`src/design/cass_defines.vh`:
```
// constants for the current select, offset and scale path
`ifndef CASS_DEFINES_VH
`define CASS_DEFINES_VH

// raw source selector codes
`define CASS_SRC_IU      3'h0
`define CASS_SRC_IV      3'h1
`define CASS_SRC_SW0     3'h2
`define CASS_SRC_SW1     3'h3
`define CASS_SRC_CMP     3'h4

// output route codes
`define CASS_RT_P0       2'h0
`define CASS_RT_P1       2'h1
`define CASS_RT_THIRD    2'h2

// arithmetic
`define CASS_Q88_SHIFT   8
`define CASS_S16_MAX     16'h7FFF
`define CASS_S16_MIN     16'h8000
`define CASS_RAW_FULL    16'hFFFF
`define CASS_RAW_MID     16'h7FFF

// reset values
`define CASS_RST_CUR     16'h0000
`define CASS_RST_CMP     16'h0000

// buffering and comparator window
`define CASS_FIFO_DEPTH  8
`define CASS_CMP_WIN_LOG 8

`endif

```
`src/design/cass_fifo.v`:
```
// synchronous valid/ready fifo for raw sample pairs
`default_nettype none

module cass_fifo #(
    parameter WIDTH = 32,                 // word width
    parameter DEPTH = 8,                  // number of words
    parameter AW    = 3                   // log2 of depth
) (
    input  wire             clk_i,        // system clock
    input  wire             reset_i,      // async reset, high
    input  wire [WIDTH-1:0] in_data_i,    // word to store
    input  wire             in_valid_i,   // word offered
    output wire             in_ready_o,   // room for a word
    output wire [WIDTH-1:0] out_data_o,   // oldest word
    output wire             out_valid_o,  // fifo not empty
    input  wire             out_ready_i   // drain side takes word
);

    reg [WIDTH-1:0] mem_q [0:DEPTH-1];    // storage array
    reg [AW:0]      wr_ptr_q;             // write pointer with wrap bit
    reg [AW:0]      rd_ptr_q;             // read pointer with wrap bit

    wire empty = (wr_ptr_q == rd_ptr_q);  // pointers equal
    wire full  = (wr_ptr_q[AW-1:0] == rd_ptr_q[AW-1:0]) &&
                 (wr_ptr_q[AW] != rd_ptr_q[AW]); // wrap bits differ
    wire push  = in_valid_i && !full;     // accepted write
    wire pop   = out_ready_i && !empty;   // accepted read

    assign in_ready_o  = !full;
    assign out_valid_o = !empty;
    assign out_data_o  = mem_q[rd_ptr_q[AW-1:0]];

    // storage write, no reset needed on data
    always @(posedge clk_i) begin
        if (push) begin
            mem_q[wr_ptr_q[AW-1:0]] <= in_data_i;
        end
    end

    // pointer update
    always @(posedge clk_i or posedge reset_i) begin
        if (reset_i) begin
            wr_ptr_q <= {(AW+1){1'b0}};
            rd_ptr_q <= {(AW+1){1'b0}};
        end else begin
            if (push) begin
                wr_ptr_q <= wr_ptr_q + 1'b1;
            end
            if (pop) begin
                rd_ptr_q <= rd_ptr_q + 1'b1;
            end
        end
    end

endmodule // cass_fifo

`default_nettype wire

```
`src/design/cass_top.v`:
```
// current select, offset removal, scaling, kirchhoff and routing path
`include "cass_defines.vh"
`default_nettype none

// one clock, async high reset
// results leave by valid/ready
module cass_top #(
    parameter RAW_W   = 16,                     // converter result width
    parameter WIN_LOG = `CASS_CMP_WIN_LOG,      // log2 comparator window
    parameter DEPTH   = `CASS_FIFO_DEPTH,       // fifo words
    parameter AW      = 3                       // log2 of depth
) (
    input  wire             clk_i,              // 10 MHz system clock
    input  wire             reset_i,            // async reset, high

    // converter engine side
    input  wire [RAW_W-1:0] adc_iu_raw_i,       // phase U converter result
    input  wire [RAW_W-1:0] adc_iv_raw_i,       // phase V converter result
    input  wire             adc_valid_i,        // sample pair offered
    output wire             adc_ready_o,        // fifo can take pair
    input  wire             cmp_bit_i,          // comparator bitstream pin

    // configuration
    input  wire [2:0]       path0_source_sel_i, // path 0 source
    input  wire [2:0]       path1_source_sel_i, // path 1 source
    input  wire [15:0]      path0_sw_value_i,   // software value 0
    input  wire [15:0]      path1_sw_value_i,   // software value 1
    input  wire [15:0]      path0_offset_i,     // path 0 offset, unsigned
    input  wire [15:0]      path1_offset_i,     // path 1 offset, unsigned
    input  wire [15:0]      path0_gain_q8_8_i,  // path 0 gain, signed q8.8
    input  wire [15:0]      path1_gain_q8_8_i,  // path 1 gain, signed q8.8
    input  wire             three_phase_mode_i, // 1 three-phase, 0 two-phase
    input  wire [1:0]       ux_route_sel_i,     // UX route
    input  wire [1:0]       v_route_sel_i,      // V route
    input  wire [1:0]       wy_route_sel_i,     // WY route

    // readback
    output reg  [15:0]      adc_iu_rd_o,        // widened U channel
    output reg  [15:0]      adc_iv_rd_o,        // widened V channel
    output reg  [15:0]      cmp_raw_o,          // demodulated comparator value
    output reg  [15:0]      path0_raw_sample_o, // selected raw, path 0
    output reg  [15:0]      path1_raw_sample_o, // selected raw, path 1
    output reg  [15:0]      path0_scaled_current_o, // scaled path 0
    output reg  [15:0]      path1_scaled_current_o, // scaled path 1
    output reg  [15:0]      derived_third_current_o, // kirchhoff result
    output reg              sat_flag_o,         // last result saturated

    // control engine side
    output reg  [15:0]      phase_ux_current_o, // U / X current
    output reg  [15:0]      phase_v_current_o,  // V current
    output reg  [15:0]      phase_wy_current_o, // W / Y current
    output reg              cur_valid_o,        // currents offered
    input  wire             foc_ready_i         // control engine takes them
);

    // clamp a 26-bit signed value into s16
    // bit 16 marks a clamp
    // feeds sat_flag_o
    function [16:0] cass_sat;                   // {saturated, value}
        input [25:0] v;
        begin
            // signed test on both limits
            if ($signed(v) > $signed(26'h0007FFF)) begin
                cass_sat = {1'b1, `CASS_S16_MAX};
            end else if ($signed(v) < $signed(26'h3FF8000)) begin
                cass_sat = {1'b1, `CASS_S16_MIN};
            end else begin
                cass_sat = {1'b0, v[15:0]};
            end
        end
    endfunction

    // pick the raw value for one path
    // codes 5 to 7 read zero
    function [15:0] cass_pick;
        input [2:0]  sel;
        input [15:0] iu;
        input [15:0] iv;
        input [15:0] sw0;
        input [15:0] sw1;
        input [15:0] cmpv;
        begin
            case (sel)
                `CASS_SRC_IU:  cass_pick = iu;
                `CASS_SRC_IV:  cass_pick = iv;
                `CASS_SRC_SW0: cass_pick = sw0;
                `CASS_SRC_SW1: cass_pick = sw1;
                `CASS_SRC_CMP: cass_pick = cmpv;
                default:       cass_pick = 16'h0000;        // unused codes
            endcase
        end
    endfunction

    // offset removal and q8.8 scaling with clamp
    // product kept exact
    // before the shift
    function [16:0] cass_scale;                 // {saturated, value}
        input [15:0] raw;
        input [15:0] ofs;
        input [15:0] gain;
        reg   [16:0] diff;
        reg   [32:0] prod;
        begin
            // unsigned minus unsigned into signed 17 bits
            diff = {1'b0, raw} - {1'b0, ofs};
            prod = $signed(diff) * $signed(gain);
            // divide by 256 as an arithmetic shift
            cass_scale = cass_sat({prod[32], prod[32:`CASS_Q88_SHIFT]});
        end
    endfunction

    // route one of three currents to an output
    // code 3 reads zero
    function [15:0] cass_route;
        input [1:0]  sel;
        input [15:0] c0;
        input [15:0] c1;
        input [15:0] c2;
        begin
            case (sel)
                `CASS_RT_P0:    cass_route = c0;
                `CASS_RT_P1:    cass_route = c1;
                `CASS_RT_THIRD: cass_route = c2;
                default:        cass_route = 16'h0000;      // unused code
            endcase
        end
    endfunction

    // map a comparator ones count onto the raw scale
    // half reads just below mid
    // full window gives all ones
    function [15:0] cass_duty;
        input [WIN_LOG:0] ones;
        reg   [16:0]      wide;
        begin
            // count to top of 16 bits
            wide = {ones, {(16-WIN_LOG){1'b0}}};
            if (wide[16]) begin
                cass_duty = `CASS_RAW_FULL;                 // full duty
            end else if (wide[15:0] == 16'h8000) begin
                cass_duty = `CASS_RAW_MID;
            end else begin
                cass_duty = wide[15:0];
            end
        end
    endfunction

    // left-align narrower converter results into 16 bits
    // low bits read zero
    wire [RAW_W+15:0] iu_ext = {adc_iu_raw_i, 16'h0000};
    wire [RAW_W+15:0] iv_ext = {adc_iv_raw_i, 16'h0000};
    wire [15:0]       iu16   = iu_ext[RAW_W+15:RAW_W];
    wire [15:0]       iv16   = iv_ext[RAW_W+15:RAW_W];

    // fifo between converter engine and arithmetic
    // absorbs engine stalls
    wire [31:0] fifo_data;                      // {iv, iu}
    wire        fifo_valid;                     // pair available
    wire        take;                           // pair consumed this cycle

    // drain when output empty or being accepted
    // stalled set never overwritten
    assign take = fifo_valid && (!cur_valid_o || foc_ready_i);

    // one word is a U and V pair
    cass_fifo #(
        .WIDTH (32),
        .DEPTH (DEPTH),
        .AW    (AW)
    ) u_fifo (
        .clk_i       (clk_i),
        .reset_i     (reset_i),
        .in_data_i   ({iv16, iu16}),
        .in_valid_i  (adc_valid_i),
        .in_ready_o  (adc_ready_o),
        .out_data_o  (fifo_data),
        .out_valid_o (fifo_valid),
        .out_ready_i (take)
    );

    // comparator pin synchroniser
    // only stage two is read on
    reg cmp_meta_q;                             // first stage
    reg cmp_sync_q;                             // second stage

    always @(posedge clk_i or posedge reset_i) begin
        if (reset_i) begin
            // both stages to idle
            cmp_meta_q <= 1'b0;
            cmp_sync_q <= 1'b0;
        end else begin
            // pin through two stages
            cmp_meta_q <= cmp_bit_i;
            cmp_sync_q <= cmp_meta_q;
        end
    end

    // comparator demodulator: count ones over a window
    // window of 2**WIN_LOG bits
    // count restarts per window
    reg [WIN_LOG-1:0] win_cnt_q;                // window position
    reg [WIN_LOG:0]   ones_q;                   // ones so far
    wire [WIN_LOG:0]  ones_d = ones_q + {{WIN_LOG{1'b0}}, cmp_sync_q};
    wire              win_end = &win_cnt_q;     // last bit of window

    always @(posedge clk_i or posedge reset_i) begin
        if (reset_i) begin
            // window restarts
            win_cnt_q <= {WIN_LOG{1'b0}};
            ones_q    <= {(WIN_LOG+1){1'b0}};
            cmp_raw_o <= `CASS_RST_CMP;
        end else begin
            win_cnt_q <= win_cnt_q + 1'b1;
            if (win_end) begin
                // window complete: publish and restart
                cmp_raw_o <= cass_duty(ones_d);
                ones_q    <= {(WIN_LOG+1){1'b0}};
            end else begin
                ones_q <= ones_d;
            end
        end
    end

    // raw selection from the fifo head
    // paths may share a source
    wire [15:0] raw0 = cass_pick(path0_source_sel_i, fifo_data[15:0], fifo_data[31:16],
                                 path0_sw_value_i, path1_sw_value_i, cmp_raw_o);
    wire [15:0] raw1 = cass_pick(path1_source_sel_i, fifo_data[15:0], fifo_data[31:16],
                                 path0_sw_value_i, path1_sw_value_i, cmp_raw_o);

    // per-path scaling
    // offsets and gains read live
    wire [16:0] sc0 = cass_scale(raw0, path0_offset_i, path0_gain_q8_8_i);
    wire [16:0] sc1 = cass_scale(raw1, path1_offset_i, path1_gain_q8_8_i);

    // kirchhoff: third = -(i0 + i1), only in three-phase mode
    // sum of clamped paths
    // two-phase drives zero
    wire [16:0] sum01  = {sc0[15], sc0[15:0]} + {sc1[15], sc1[15:0]};
    wire [17:0] neg01  = 18'h00000 - {sum01[16], sum01};
    wire [16:0] kirch  = cass_sat({{8{neg01[17]}}, neg01});
    wire [16:0] third  = three_phase_mode_i ? kirch : 17'h00000;

    // routed outputs
    // fields decoded alike
    wire [15:0] ux_d = cass_route(ux_route_sel_i, sc0[15:0], sc1[15:0], third[15:0]);
    wire [15:0] v_d  = cass_route(v_route_sel_i,  sc0[15:0], sc1[15:0], third[15:0]);
    wire [15:0] wy_d = cass_route(wy_route_sel_i, sc0[15:0], sc1[15:0], third[15:0]);

    // result registers, loaded once per pair taken from the fifo
    // a pair's results move together
    always @(posedge clk_i or posedge reset_i) begin
        if (reset_i) begin
            // all results clear
            adc_iu_rd_o             <= `CASS_RST_CUR;
            adc_iv_rd_o             <= `CASS_RST_CUR;
            path0_raw_sample_o      <= `CASS_RST_CUR;
            path1_raw_sample_o      <= `CASS_RST_CUR;
            path0_scaled_current_o  <= `CASS_RST_CUR;
            path1_scaled_current_o  <= `CASS_RST_CUR;
            derived_third_current_o <= `CASS_RST_CUR;
            phase_ux_current_o      <= `CASS_RST_CUR;
            phase_v_current_o       <= `CASS_RST_CUR;
            phase_wy_current_o      <= `CASS_RST_CUR;
            sat_flag_o              <= 1'b0;
        end else if (take) begin
            // readback of every channel as 16 bits
            adc_iu_rd_o             <= fifo_data[15:0];
            adc_iv_rd_o             <= fifo_data[31:16];
            path0_raw_sample_o      <= raw0;
            path1_raw_sample_o      <= raw1;
            path0_scaled_current_o  <= sc0[15:0];
            path1_scaled_current_o  <= sc1[15:0];
            derived_third_current_o <= third[15:0];
            phase_ux_current_o      <= ux_d;
            // V is idle in two-phase mode
            phase_v_current_o       <= three_phase_mode_i ? v_d : 16'h0000;
            phase_wy_current_o      <= wy_d;
            sat_flag_o              <= sc0[16] | sc1[16] | third[16];
        end
    end

    // output handshake towards control engine
    // stays high on back-to-back sets
    always @(posedge clk_i or posedge reset_i) begin
        if (reset_i) begin
            // nothing offered
            cur_valid_o <= 1'b0;
        end else if (take) begin
            cur_valid_o <= 1'b1;                            // new set loaded
        end else if (foc_ready_i) begin
            cur_valid_o <= 1'b0;                            // set consumed
        end
    end

    // a change applies to the next pair
    // offsets and gains are taken live; software sets them before use

endmodule // cass_top

`default_nettype wire

```
`config.mk`:
```
export PLATFORM = sky130hd
export DESIGN_NAME = cass_top
export DESIGN_NICKNAME = d
export VERILOG_FILES = /design/src/design/cass_fifo.v /design/src/design/cass_top.v
export VERILOG_INCLUDE_DIRS = /design/src /design/src/design
export SDC_FILE = /design/constraint.sdc
export NUM_CORES = 2
export LEC_CHECK = 0
export ABC_AREA = 0
export BUFFER_PORTS_ARGS = -buffer_cell sky130_fd_sc_hd__buf_2
export CAP_MARGIN = 15
export CORE_AREA = 2 2 383 385
export CTS_CLUSTER_SIZE = 10
export DETAILED_ROUTE_END_ITERATION = 16
export DIE_AREA = 0 0 385 387
export PLACE_DENSITY_LB_ADDON = 0.15
export SETUP_SLACK_MARGIN = 0.15
export SYNTH_ARGS = -nofsm -noshare
export SYNTH_HDL_FRONTEND = slang
export SYNTH_SLANG_ARGS = --single-unit
```
`constraint.sdc`:
```
create_clock -name clk_i -period 20.5 [get_ports clk_i]
set_input_delay 3.075 -clock clk_i [delete_from_list [all_inputs] [get_ports clk_i]]
set_output_delay 3.075 -clock clk_i [all_outputs]
set_load 0.03 [all_outputs]
```
==> metrics.md <==
| Metric | Value |
|---|---|
| PostCTS Resize Cnt | 0 |
| Layout Utilization | about 35% |
| Final RePlAce weighted congestion | 0.8705 |
| Die ar. | 149,000 um^2 |
| Initial DRC count | 2,453 |
| Core Region | 144,900 um^2 |
| Status | complete, no violations |
| Mapped Area | roughly 45,000 um^2 |
| Hpwl dp | 120,700 um |
| Mapped Cells | between 4,000 and 5,000 |
| Fin. max-slew vios | 0 |
| Fmax | about 53 MHz |
| Final period util | 91.84% |
| Count leader, synth | inv_1 |
| Vias in the first global route | around 35,000 |
| Total wire length | 157,600 um |
| CTS H-tree lvls | 2 |
| Post-place setup slack | 1.217 ns |
| Commonest cells post-synth | inv_1 (719), fa_1 (553), nand2_1 (453) |
| Total number of vias | roughly 33,000 |
| Area Overhead vs Synth | 12.14% |
| R2R cell count | 52 |
| Yosys cell types | 94 |
| Final-layout fill cell count | 14,798 |
| Drc violations | 0 |
| Cell accounting for the most synthesized area | fa_1 |
| RSZ-0062 raised after global routing | false |
| WL/cell | 24.01 um |
| # IOs | 325 |
| CP Capture Type | flop |
| Critical path's largest stage delay | 0.89 ns |
| TNS Setup | 0 ns |
| Worst-path clk slew | 0.06 ns |
| Global route overflow | 0 |
| Worst path arrival time | 19.39 ns |
| First-pass GRT wire length | 235,800 um |
| Worst path slowest cell | nor3b_1 |
| Gr usage total | 21.34% |
| Worst hold stages | 0 |
| Vias/cell | 5.075 |
| Min-Delay Path Class | flop to flop |
| Layout cells sized above 1 | 13.97% |
| Clk root buf | clkbuf_16 |
| Syn_area_per_cell | just over 10 um^2 |
| Clk buf depth | 3 |
| Die width | 385 um |
| Post-layout min period | 18.83 ns |
| TritonCTS clock tree | yes |
| Fin nets | about 5,500 |
| Worst-path maximum fanout | 19 |
| WP data required | 21.06 ns |
| Top cell by count, worst path | fa_1 |
| Largest net degree at the start of global routing | 90 |
| Mapped Nets | 5,316 |
| WS Path Type | input port to flop |
| Routed Antenna Nets | 0 |
| Most used flip-flop cell after synthesis | edfxtp_1 |
| Post-synth EDFFs | 256 |
| Tightest Pin Transition | 1.198 ns |
| Clk sinks | 454 |
| Asr flop ratio synth | 43.61% |
| Share of the synthesized area in the top cell type | 24.79% |
| Setup bufs post-CTS | 0 |
| Final Setup Violations | 0 |
| Max-slew headroom | 19.77% |
| Crit start category | input port |
| Synthesis Warnings | 0 |
| Rows | 140 |
| PortBufs | around 320 |
| Clk_skew | between 0.04 and 0.05 ns |
| Crit path setup slack, layout | 1.672 ns |
| Starting Density | 30.83% |
| CTS buffer count | 56 |
| Clk_lat worst skew | 0.68 ns |
| Fin. Hold Viols | 0 |
| Initial antenna violation count | 23 |
| Synth Register Bits | about 450 |
| DRT Pass-1 Iters | 5 |
| Maxcap violations | 0 |
| Die height | 387 um |
| Main area contributors after synthesis | fa_1 (25%), edfxtp_1 (17%), dfrtp_1 (11%), ha_1 (6.5%), inv_1 (6.0%) |
| Hold_buf cts | 0 |
| Sequential fraction of the synthesis area | 28.31% |
[critical path, delay by kind of cell]
| family | cells | cell delay, ns |
|---|---|---|
| buffers and inverters | 7 | 0.83 |
| and+or+nand+nor | 14 | 3.55 |
| adders and majority gates | 11 | 4.90 |
| AOI/OAI and AO/OA | 21 | 6.99 |
[worst paths after layout]
| check | start | end | slack (ns) |
|---|---|---|---|
| worst max-delay path | path1_source_sel_i[0] | phase_v_current_o[0] | 1.67 |
| worst min-delay path | cmp_meta_q | cmp_sync_q | 0.35 |
| worst max register to register | u_fifo.rd_ptr_q[0] | phase_v_current_o[4] | 3.07 |
| worst min register to register | cmp_meta_q | cmp_sync_q | 0.35 |
| max in group asynchronous | reset_i | path1_raw_sample_o[13] | 15.81 |
| min in group asynchronous | reset_i | path1_scaled_current_o[5] | 2.53 |
[metrics by stage]
stage | instance area (um^2) | cells | hold slack, ns
2_1_floorplan | 44660 | 4386 | 0.3312
3_3_place_gp | 48380 | 6453 | 0.3328
3_5_place_dp | 48380 | 6453 | 0.3355
4_1_cts | 50050 | 6555 | 0.3484
5_1_grt | 50070 | 6558 | 0.3597
6_report | 50080 | 6562 | 0.3479
[layout by cell type (no fill, tap or decap), types with 36 or more instances in the layout]
cell type	instances
inv_1	718
fa_1	553
nand2_1	452
buf_2	324
edfxtp_1	256
ha_1	231
and2_1	226
dfrtp_1	195
nor2_1	153
o21ai_0	136
a21oi_1	113
nand3_1	106
nor2b_1	88
o211ai_1	71
mux2i_1	69
buf_4	68
mux4_2	64
xnor2_1	61
clkbuf_16	56
o22ai_1	47
xor2_1	36
[metal layers]
metal	GRT usage (%)	routed length, um
met5	0	211
met4	5.540	4472
met3	5.200	12020
met2	34.44	73330
met1	28.56	67540
[cell families (layout without fill, tap and decap cells)]
logic type | count (synthesis) | after routing | share of synthesized area (%)
other cells | 0 | 5 | 0
simple gates | 1244 | 1244 | 14.01
compound gates | 670 | 670 | 10.44
mux | 165 | 165 | 5.581
flops | 454 | 454 | 28.31
xor+xnor | 109 | 109 | 2.138
fa+ha+maj | 784 | 784 | 31.26
buf+inv | 960 | 1214 | 8.262
[area by class of cell]
cell class	count	area [um^2]	area share, %
multi-input cells	2972	28510	56.92
flip-flops and latches	454	12650	25.26
inverters	719	2706	5.404
well taps	1917	2399	4.789
repair buffers	393	2143	4.280
clock buffers	90	1559	3.113
clock inverters	12	106.4	0.2124
diodes	5	12.51	0.02498
[registers in the layout, summed over array words and instances (netlist names)]
| name | count |
|---|---|
| cmp_meta_q | 1 |
| phase_wy_current_o | 16 |
| phase_ux_current_o | 16 |
| win_cnt_q | 8 |
| path0_scaled_current_o | 16 |
| cur_valid_o | 1 |
| adc_iv_rd_o | 16 |
| ones_q | 9 |
| path0_raw_sample_o | 16 |
| sat_flag_o | 1 |
| u_fifo.rd_ptr_q | 4 |
| derived_third_current_o | 16 |
| cmp_sync_q | 1 |
| phase_v_current_o | 16 |
| adc_iu_rd_o | 16 |
| u_fifo.mem_q | 256 |
| path1_scaled_current_o | 16 |
| cmp_raw_o | 9 |
| path1_raw_sample_o | 16 |
| u_fifo.wr_ptr_q | 4 |
Power is not shown: default switching activity piles up to over one toggle a cycle in this logic, so the estimate is an artifact.
